$ cat src/design/amr_defines.vh
// Purpose: constants for the measurement readback bank
// Assumes: 8-bit register bus, 10-bit converter results
// Notes: offsets are register addresses on the device register port
`ifndef AMR_DEFINES_VH
`define AMR_DEFINES_VH
`define AMR_ADDR_LED_VOLTAGE_CH1 8'h14
`define AMR_ADDR_LED_VOLTAGE_ON_CH1 8'h15
`define AMR_ADDR_LED_VOLTAGE_OFF_CH1 8'h16
`define AMR_ADDR_INPUT_VOLTAGE_CH2 8'h17
`define AMR_ADDR_LED_VOLTAGE_CH2 8'h18
`define AMR_ADDR_LED_VOLTAGE_ON_CH2 8'h19
`define AMR_ADDR_LED_VOLTAGE_OFF_CH2 8'h1A
`define AMR_ADDR_JUNCTION_TEMP_LOW 8'h1B
`define AMR_ADDR_JUNCTION_TEMP_HIGH 8'h1C
`define AMR_ADDR_BIAS_SUPPLY_VOLTAGE 8'h1D
`define AMR_RESET_VALUE 8'h00
`define AMR_RESULT_MSB 9
`define AMR_RESULT_LSB 2
`define AMR_TEMP_LOW_MSB 1
`define AMR_SRC_LED1 3'h0
`define AMR_SRC_DRAIN2 3'h1
`define AMR_SRC_LED2 3'h2
`define AMR_SRC_TEMP 3'h3
`define AMR_SRC_BIAS 3'h4
`endif

$ cat src/design/amr_edge_sampler.v
// Purpose: holds the last sense-node result seen before each PWM edge
// Assumes: dimming PWM arrives from outside the clock domain
// Notes: one instance per channel
`timescale 1ns/1ps
module amr_edge_sampler #(
	parameter WIDTH = 8
) (
	input wire clk_i,
	input wire resetn_i,
	input wire pwm_i,
	input wire [WIDTH-1:0] sense_i,
	output reg [WIDTH-1:0] before_fall_o,
	output reg [WIDTH-1:0] before_rise_o
);
reg pwm_meta_q;
reg pwm_sync_q;
reg pwm_prev_q;
// =====================================
// Synchroniser and edge capture
// Sense value is the one stored before the edge was seen, so it
// can postdate the transition by up to the sync latency.
always @(posedge clk_i or negedge resetn_i)
begin
	if (!resetn_i)
	begin
		pwm_meta_q <= 1'b0;
		pwm_sync_q <= 1'b0;
		pwm_prev_q <= 1'b0;
		before_fall_o <= {WIDTH{1'b0}};
		before_rise_o <= {WIDTH{1'b0}};
	end
	else
	begin
		pwm_meta_q <= pwm_i;
		pwm_sync_q <= pwm_meta_q;
		pwm_prev_q <= pwm_sync_q;
		if (pwm_prev_q && !pwm_sync_q)
			before_fall_o <= sense_i;
		if (!pwm_prev_q && pwm_sync_q)
			before_rise_o <= sense_i;
	end
end
endmodule

$ cat src/design/amr_readback.v
// Purpose: read-only bank of converter measurement results
// Assumes: converter delivers 10-bit results with a one-cycle valid
// Notes: register port is a plain address/read strobe, one-cycle reply
// Notes on behaviour
// - Address 0x14 reads channel 1 sense node, 65/255 V per code.
// - Address 0x15 holds channel 1 sense node before PWM falling edge.
// - Address 0x16 holds channel 1 sense node before PWM rising edge.
// - Address 0x17 reads channel 2 drain voltage, 65 V full scale.
// - Address 0x18 reads channel 2 sense node, 65/255 V per code.
// - Address 0x19 holds channel 2 sense node before PWM falling edge.
// - Address 0x1A holds channel 2 sense node before PWM rising edge.
// - Address 0x1B bits 1-0 hold temperature LSBs, rest reserved.
// - Address 0x1C holds temperature upper eight bits, resets to zero.
// - Address 0x1D reads 5 V bias supply, 5.33/255 V per code.
// - All registers read-only; writes change nothing.
// - Voltage registers keep the eight MSBs of the 10-bit result.
`timescale 1ns/1ps
`include "amr_defines.vh"
module amr_readback #(
	parameter ADC_WIDTH = 10
) (
	input wire clk_i,
	input wire resetn_i,
	input wire adc_valid_i,
	input wire [2:0] adc_source_i,
	input wire [ADC_WIDTH-1:0] adc_result_i,
	input wire pwm_ch1_i,
	input wire pwm_ch2_i,
	input wire reg_read_i,
	input wire reg_write_i,
	input wire [7:0] reg_addr_i,
	output reg [7:0] reg_rdata_o,
	output reg reg_rvalid_o,
	output reg reg_error_o
);
reg [7:0] led_voltage_ch1_q;
reg [7:0] input_voltage_ch2_q;
reg [7:0] led_voltage_ch2_q;
reg [1:0] temp_low_q;
reg [7:0] junction_temp_high_q;
reg [7:0] bias_supply_voltage_q;
wire [7:0] on_ch1;
wire [7:0] off_ch1;
wire [7:0] on_ch2;
wire [7:0] off_ch2;
wire [7:0] adc_top;
wire [1:0] adc_low;
wire take_led1;
wire take_drain2;
wire take_led2;
wire take_temp;
wire take_bias;
reg [7:0] rdata_d;
reg hit_d;
reg error_d;
assign adc_top = adc_result_i[`AMR_RESULT_MSB:`AMR_RESULT_LSB];
assign adc_low = adc_result_i[`AMR_TEMP_LOW_MSB:0];

// =====================================
// Source decode
// Unused source codes strobe nothing, so they cannot disturb the bank.
assign take_led1 = adc_valid_i && (adc_source_i == `AMR_SRC_LED1);
assign take_drain2 = adc_valid_i && (adc_source_i == `AMR_SRC_DRAIN2);
assign take_led2 = adc_valid_i && (adc_source_i == `AMR_SRC_LED2);
assign take_temp = adc_valid_i && (adc_source_i == `AMR_SRC_TEMP);
assign take_bias = adc_valid_i && (adc_source_i == `AMR_SRC_BIAS);

// =====================================
// Channel 1 sense node
// Whole result lands in one edge, so a read sees old or new, never a mix.
always @(posedge clk_i or negedge resetn_i)
begin
	if (!resetn_i)
	begin
		led_voltage_ch1_q <= `AMR_RESET_VALUE;
	end
	else if (take_led1)
	begin
		led_voltage_ch1_q <= adc_top;
	end
end

// =====================================
// Channel 2 drain
always @(posedge clk_i or negedge resetn_i)
begin
	if (!resetn_i)
	begin
		input_voltage_ch2_q <= `AMR_RESET_VALUE;
	end
	else if (take_drain2)
	begin
		input_voltage_ch2_q <= adc_top;
	end
end

// =====================================
// Channel 2 sense node
always @(posedge clk_i or negedge resetn_i)
begin
	if (!resetn_i)
	begin
		led_voltage_ch2_q <= `AMR_RESET_VALUE;
	end
	else if (take_led2)
	begin
		led_voltage_ch2_q <= adc_top;
	end
end

// =====================================
// Junction temperature
// Both halves come from one result on one edge, so the pair stays matched.
always @(posedge clk_i or negedge resetn_i)
begin
	if (!resetn_i)
	begin
		temp_low_q <= 2'h0;
		junction_temp_high_q <= `AMR_RESET_VALUE;
	end
	else if (take_temp)
	begin
		temp_low_q <= adc_low;
		junction_temp_high_q <= adc_top;
	end
end

// =====================================
// Bias supply
always @(posedge clk_i or negedge resetn_i)
begin
	if (!resetn_i)
	begin
		bias_supply_voltage_q <= `AMR_RESET_VALUE;
	end
	else if (take_bias)
	begin
		bias_supply_voltage_q <= adc_top;
	end
end

// =====================================
// Edge samplers
// Fed from the stored result, so each sample is the last result stored before its PWM edge is detected.
amr_edge_sampler #(.WIDTH(8)) u_ch1 (
	.clk_i(clk_i),
	.resetn_i(resetn_i),
	.pwm_i(pwm_ch1_i),
	.sense_i(led_voltage_ch1_q),
	.before_fall_o(on_ch1),
	.before_rise_o(off_ch1)
);
amr_edge_sampler #(.WIDTH(8)) u_ch2 (
	.clk_i(clk_i),
	.resetn_i(resetn_i),
	.pwm_i(pwm_ch2_i),
	.sense_i(led_voltage_ch2_q),
	.before_fall_o(on_ch2),
	.before_rise_o(off_ch2)
);

// =====================================
// Read decode
// Unmapped addresses read zero and flag an error.
always @*
begin
	rdata_d = 8'h00;
	hit_d = 1'b1;
	case (reg_addr_i)
	`AMR_ADDR_LED_VOLTAGE_CH1: rdata_d = led_voltage_ch1_q;
	`AMR_ADDR_LED_VOLTAGE_ON_CH1: rdata_d = on_ch1;
	`AMR_ADDR_LED_VOLTAGE_OFF_CH1: rdata_d = off_ch1;
	`AMR_ADDR_INPUT_VOLTAGE_CH2: rdata_d = input_voltage_ch2_q;
	`AMR_ADDR_LED_VOLTAGE_CH2: rdata_d = led_voltage_ch2_q;
	`AMR_ADDR_LED_VOLTAGE_ON_CH2: rdata_d = on_ch2;
	`AMR_ADDR_LED_VOLTAGE_OFF_CH2: rdata_d = off_ch2;
	`AMR_ADDR_JUNCTION_TEMP_LOW: rdata_d = {6'h00, temp_low_q};
	`AMR_ADDR_JUNCTION_TEMP_HIGH: rdata_d = junction_temp_high_q;
	`AMR_ADDR_BIAS_SUPPLY_VOLTAGE: rdata_d = bias_supply_voltage_q;
	default: hit_d = 1'b0;
	endcase
end

// =====================================
// Reply flags
// Writes never touch the bank; they only draw an error pulse.
always @*
begin
	error_d = reg_write_i;
	if (reg_read_i && !hit_d)
	begin
		error_d = 1'b1;
	end
end
always @(posedge clk_i or negedge resetn_i)
begin
	if (!resetn_i)
	begin
		reg_rvalid_o <= 1'b0;
		reg_error_o <= 1'b0;
	end
	else
	begin
		reg_rvalid_o <= reg_read_i;
		reg_error_o <= error_d;
	end
end

// =====================================
// Read data
// Zero outside a reply, so stale data is never mistaken for a result.
always @(posedge clk_i or negedge resetn_i)
begin
	if (!resetn_i)
	begin
		reg_rdata_o <= 8'h00;
	end
	else if (reg_read_i)
	begin
		reg_rdata_o <= rdata_d;
	end
	else
	begin
		reg_rdata_o <= 8'h00;
	end
end
endmodule

$ cat config.mk
export PLATFORM = sky130hd
export DESIGN_NAME = amr_readback
export DESIGN_NICKNAME = d
export VERILOG_FILES = /design/src/design/amr_edge_sampler.v /design/src/design/amr_readback.v
export VERILOG_INCLUDE_DIRS = /design/src /design/src/design
export SDC_FILE = /design/constraint.sdc
export NUM_CORES = 1
export LEC_CHECK = 0
export ABC_AREA = 1
export BUFFER_PORTS_ARGS = -buffer_cell sky130_fd_sc_hd__buf_2
export CAP_MARGIN = 10
export CORE_MARGIN = 3
export CORE_UTILIZATION = 35
export DETAILED_ROUTE_END_ITERATION = 6
export PLACE_DENSITY_LB_ADDON = 0.12
export RECOVER_POWER = 50
export SETUP_SLACK_MARGIN = 0.5
export SLEW_MARGIN = 25
export SYNTH_ARGS = -nofsm -noshare
export SYNTH_HDL_FRONTEND = slang
export SYNTH_SLANG_ARGS = --single-unit
$ cat constraint.sdc
create_clock -name clk_i -period 1.35 [get_ports clk_i]
set_input_delay 0 -clock clk_i [delete_from_list [all_inputs] [get_ports clk_i]]
set_output_delay 0 -clock clk_i [all_outputs]
set_load 0.01 [all_outputs]
==> results.txt, run 1 <==
Slew @ Worst Pin -> 0.826 ns
Starting density of the core -> 36.4%
Status -> finished, final reports clean
Cell leakage power -> 0.00252 uW
Commonest non-fill, non-tap cell in the layout -> nand2_1
Seq/Total Area, Yosys -> 55.8%
CP required -> 1.66 ns
I/O pin count -> 38
Post-synthesis mux area share -> 0.558%
Simple-Gate Fraction of Synth Area -> 25.2%
Total CTS buffers -> 9
Area of the mapped netlist -> 0.00404 mm2
Fin crit share -> 73.4%
Clock sink count -> 90
Final Wtd Congestion -> 0.855
Initial drt markers -> 174
Cells after synthesis -> 485
Max clock buf depth -> 2
Per-cell routed wire length -> 15.6 um
DR pass1 iterations -> 5
Register area -> 0.00225 mm2
CP Capture Type -> async pin
Multi-input gate area -> 0.00163 mm2
Sum Neg Setup Slack -> 0 ns
H-tree Lvls -> 3
Post-route cell area -> 0.00505 mm2
DIE WIDTH -> 113 um
Worst IR drop on VDD -> 552 uV
Diodes inserted -> 0
Area growth from synthesis to layout -> 25.2%
DP Wirelength -> 7550 um
Largest net degree at the start of global routing -> 91
Global route overflow -> 0
Final min period -> 0.991 ns
DIE HEIGHT -> 113 um
Final Hold Fails -> 0
Via density -> 4.88
Clock latency on the worst-skew pair -> 0.35 ns
Row count -> 38
Slew Limit Fails -> 0
Syn Area/Cell -> 8.32 um2
Post-Route WL -> 10800 um
Die area -> 0.0129 mm2
Global-route wire length before repair -> 17600 um
Max Cap Viol -> 0
Post-synthesis cell type count -> 19
Max FO, Critical Path -> 90
DP Area -> 0.00438 mm2
Synth Area in XOR/XNOR -> 0%
Number of port buffers -> 37
CTS tree -> done
Cell area power density -> 1350 mW/mm2
Reg clk slew, reported paths -> 0.05 ns
Vias in the first global route -> 3373
Warnings from Yosys -> 0
CP Class -> primary input to async pin
Nets -> 576
Synth Register Bits -> 90
Max_slew headroom -> 44.9%
Post-Synth Adder-Cell Area -> 0%
Core area -> 0.0111 mm2
RSZ-0062 raised after global routing -> yes
Worst EP arrival -> 1.30 ns
Top cell type's share of synthesized area -> 55.8%
Share of cells above drive strength 1 -> 22.8%
Worst min path class -> primary input to flip-flop
Final setup violation count -> 0
Residual DRC -> 0
Total GRT Usage -> 17.9%
Antenna violations before repair -> 0
Clk_skew -> 0.00767 ns
Routed via count -> 3379
Post-DRT Antenna Nets -> 0
Largest area contributor in the netlist -> dfrtp_1
Root buf cell -> clkbuf_16
Syn nets -> 513
Leading post-synthesis cells by cell area -> dfrtp_1 (56%), nand2_1 (11%), o21ai_0 (9.2%), nand3_1 (8.4%), inv_1 (5.3%)
Synth Area in Compound Gates -> 10.5%
Largest family of logic cells by synthesized area -> simple AND/OR/NAND/NOR gates
Commonest non-fill, non-tap cells in the layout -> nand2_1 (102), dfrtp_1 (88), nand3_1 (62)
Fillers -> 1127
Startpoint types -> primary input
Fmax -> 1010 MHz
==> metal layers <==
layer / GRT usage [%] / part of all wire, %
met5: 0 / 0
met3: 4.14 / 4.8
met2: 26.6 / 44
met4: 7.21 / 2.4
met1: 25.4 / 49
==> cells in the mapped netlist (all sizes together) <==
master and n:
a21oi 3, buf 8, clkbuf 11, dfrtp 90
inv 57, mux2 2, nand2 118, nand3 69
nand3b 2, nand4 4, nor2 37, o21ai 82
or2 2
==> worst max-delay path, stage by stage <==
cell           delay [ns]
dlygate4sd3_1        0.53
clkbuf_4             0.13
buf_6                0.60
==> power breakdown <==
part | total, uW | leakage [uW] | internal (uW) | switching (uW)
logic | 959 | 0.00124 | 425 | 534
clock network | 2400 | 0.000136 | 1400 | 1000
registers | 3460 | 0.00114 | 3140 | 315
==> cells by family after synthesis <==
kind of cell    Yosys count
simple gates            232
flops                    90
mux                       2
buf+inv                  76
compound gates           85
==> cell type report <==
class	count	share of cell area, %
inverters	57	4.33
clock inverters	1	0.149
flip-flops and latches	90	44.6
clock buffers	15	5.50
repair buffers	69	9.80
well taps	140	3.47
multi-input cells	321	32.2
==> final timing paths <==
path                                       startpoint  slack [ns]                            endpoint  cells after the start
min reg2reg                u_ch2.pwm_meta_q$_DFF_PN0_        0.35          u_ch2.pwm_sync_q$_DFF_PN0_                      0
max                                          resetn_i        0.36    led_voltage_ch2_q[7]$_DFFE_PN0P_                      3
max in group clk_i         u_ch2.pwm_prev_q$_DFF_PN0_        0.36  u_ch2.before_fall_o[6]$_DFFE_PN0P_                      4
min in group asynchronous                    resetn_i        0.39               reg_error_o$_DFF_PN0_                      3
min                                   adc_result_i[7]       0.004    led_voltage_ch2_q[5]$_DFFE_PN0P_                      3
max reg2reg                u_ch2.pwm_prev_q$_DFF_PN0_        0.36  u_ch2.before_fall_o[6]$_DFFE_PN0P_                      4
==> through the flow <==
step | setup WS, ns | utilization, % | instances | total power, uW | hold slack [ns]
final | 0.359 | 45.6 | 693 | 6820 | 0.00394
after global routing | 0.176 | 45.6 | 693 | 7200 | 0.0257
after CTS | 0.358 | 44.0 | 685 | 6770 | 0.0112
after detailed placement | 0.114 | 39.6 | 649 | 4220 | 0.0902
after floorplan | 0.261 | - | 485 | 3870 | -0.296
after global placement | 0.0975 | 39.6 | 649 | 4190 | 0.0865
==> what timing repair did <==
item	CTS	global route
cloned	1	1
hold buffers	8	0
hold endpoints to repair	103	0
pin swaps	12	4
resized for setup	13	50
buffers inserted	11	7
setup endpoints to repair	47	64
No activity file was read; power rests on OpenSTA's default activity.
==> inputs of run 2 (changes only) <==
clock period = 1 ns   (was 1.35 ns; I/O delays follow)
==> run 2 against run 1 <==
  * The run now ends with negative hold slack, negative setup slack left
  * Register-to-register slack lost 0.38 ns
  * Clock skew rose by 0.0028 ns
  * Sequential cell count did not move
  * Critical path type is now flip-flop to flip-flop
  * Largest cell class unchanged
  * Largest power group unchanged
==> results.txt, run 2 (synthesis results as in run 1) <==
Status -> finished, violations left
Failing checks -> negative hold slack, negative setup slack
DIE HEIGHT -> 113 um
DR pass1 iterations -> 5
Vias in the first global route -> 3264
Slew Limit Fails -> 0
Cell leakage power -> 0.00271 uW
Hold Worst Slack -> -0.147 ns
Core area -> 0.0111 mm2
Worst IR drop on VDD -> 1120 uV
Antenna violations before repair -> 0
Non-filler instance count after layout -> 707
Final Hold Fails -> 36
DP Wirelength -> 7360 um
CP Class -> flip-flop to flip-flop
Crit path largest cell delay -> 0.44 ns
Worst min path class -> primary input to flip-flop
Critical path, cell by cell -> or2_4 > nand2_1 > o21ai_1
Global route overflow -> 0
Commonest non-fill, non-tap cells in the layout -> dfrtp_1 (90), nand2_1 (86), o21ai_1 (67)
Per-cell routed wire length -> 15.3 um
Worst Reg-to-Reg Cells -> 3
Hold path cells -> 3
Fmax -> 980 MHz
Max FO, Critical Path -> 8
Global-route wire length before repair -> 17700 um
Share of cells above drive strength 1 -> 33.2%
CP Capture Type -> flip-flop
Diodes inserted -> 0
Slew @ Worst Pin -> 1.12 ns
Max Cap Viol -> 0
I/O pin count -> 38
Final min period -> 1.02 ns
Startpoint types -> flip-flop
CTS tree -> done
Root buf cell -> clkbuf_16
Worst R2R End -> u_ch1.before_rise_o[1]$_DFFE_PN0P_
Worst reg-to-reg setup slack -> -0.02 ns
Clock latency on the worst-skew pair -> 0.33 ns
Max_slew headroom -> 25.3%
# hold bufs at CTS -> 2
Number of port buffers -> 37
Via density -> 4.82
Setup slack after layout -> -0.0203 ns
Clock sink count -> 90
Row count -> 38
Max clock buf depth -> 2
Worst EP arrival -> 1.23 ns
Nets -> 590
Total GRT Usage -> 17.4%
Total CTS buffers -> 9
Dpl cells -> 670
Clk_skew -> 0.0104 ns
DIE WIDTH -> 113 um
CP required -> 1.21 ns
Worst Hold Path EP -> reg_error_o$_DFF_PN0_
H-tree Lvls -> 3
Residual DRC -> 0
Post-DRT Antenna Nets -> 0
Cell area power density -> 1710 mW/mm2
Commonest non-fill, non-tap cell in the layout -> dfrtp_1
HP Start -> reg_write_i
Fin crit share -> 102%
RSZ-0062 raised after global routing -> yes
Reg clk slew, reported paths -> 0.07 ns
Starting density of the core -> 36.4%
Worst-path cell with the longest stage delay -> dfrtp_1
Routed via count -> 3408
Area growth from synthesis to layout -> 36.6%
Die area -> 0.0129 mm2
Final Wtd Congestion -> 0.830
Largest net degree at the start of global routing -> 91
FF-to-FF Start -> u_ch1.pwm_prev_q$_DFF_PN0_
Post-Route WL -> 10800 um
Initial drt markers -> 233
Worst slack at placement -> -0.209 ns
Final setup violation count -> 5
run 2: worst max-delay path: cells and delay by family (launching register included):
family	cells	cell delay, ns
DFF	1	0.44
AOI/OAI and AO/OA	1	0.06
and+or+nand+nor	2	0.40
run 2: metrics by stage:
| step | TNS [ns] | hold slack, ns | power (uW) | instance area, um2 | util [%] |
|---|---|---|---|---|---|
| floorplan | -1.08 | -0.296 | 5290 | 4250 | - |
| global placement | -1.49 | 0.0864 | 5870 | 4700 | 42.4 |
| detailed placement | -1.71 | 0.0838 | 5900 | 4700 | 42.4 |
| CTS | 0 | -0.271 | 9340 | 5280 | 47.7 |
| global route | -0.642 | -0.148 | 9980 | 5510 | 49.8 |
| finish | -0.0505 | -0.147 | 9450 | 5510 | 49.8 |
run 2: final cells by class:
class                           instances  area (um2)
Clock buffer                            9         225
Clock inverter                          7        62.6
Sequential cell                        90        2250
Multi-Input combinational cell        321        1810
Timing Repair Buffer                   83         751
Inverter                               57         239
Tap cell                              140         175
Fill cell                            1091        5560
run 2: what timing repair did:
action                                  in CTS  in global routing
endpoints found under the hold margin      113                 98
pin swaps                                   35                 41
gates cloned                                 2                  2
resized for setup                           42                 64
setup buffers                               10                  5
endpoints found under the setup margin      94                 95
run 2: worst max-delay path by stage:
stage                                          start  cells after the start  slack (ns)                            endpoint
final                     u_ch1.pwm_prev_q$_DFF_PN0_                      3       -0.02  u_ch1.before_rise_o[1]$_DFFE_PN0P_
after floorplan           u_ch1.pwm_sync_q$_DFF_PN0_                      6       -0.09  u_ch1.before_rise_o[5]$_DFFE_PN0P_
after CTS                 u_ch1.pwm_prev_q$_DFF_PN0_                      3        0.01  u_ch1.before_rise_o[1]$_DFFE_PN0P_
after global placement                 reg_addr_i[1]                     10       -0.20            reg_rdata_o[5]$_DFF_PN0_
after global routing      u_ch1.pwm_prev_q$_DFF_PN0_                      3       -0.05  u_ch1.before_rise_o[3]$_DFFE_PN0P_
after detailed placement               reg_addr_i[1]                     10       -0.21            reg_rdata_o[5]$_DFF_PN0_
run 2: routing by layer:
layer  vias up  share of wire, %  GRT usage [%]
met5         -                 0              0
met4         0               1.8           3.61
met3        13               4.0           3.08
met2        81                44           24.8
met1      1582                50           27.6
li1       1732                 -              -
run 2: power by group:
group / leakage [uW] / total, uW / switching, uW / internal [uW]
sequential: 0.00114 / 4670 / 435 / 4240
clock: 0.000135 / 3240 / 1510 / 1720
combinational: 0.00143 / 1540 / 815 / 729
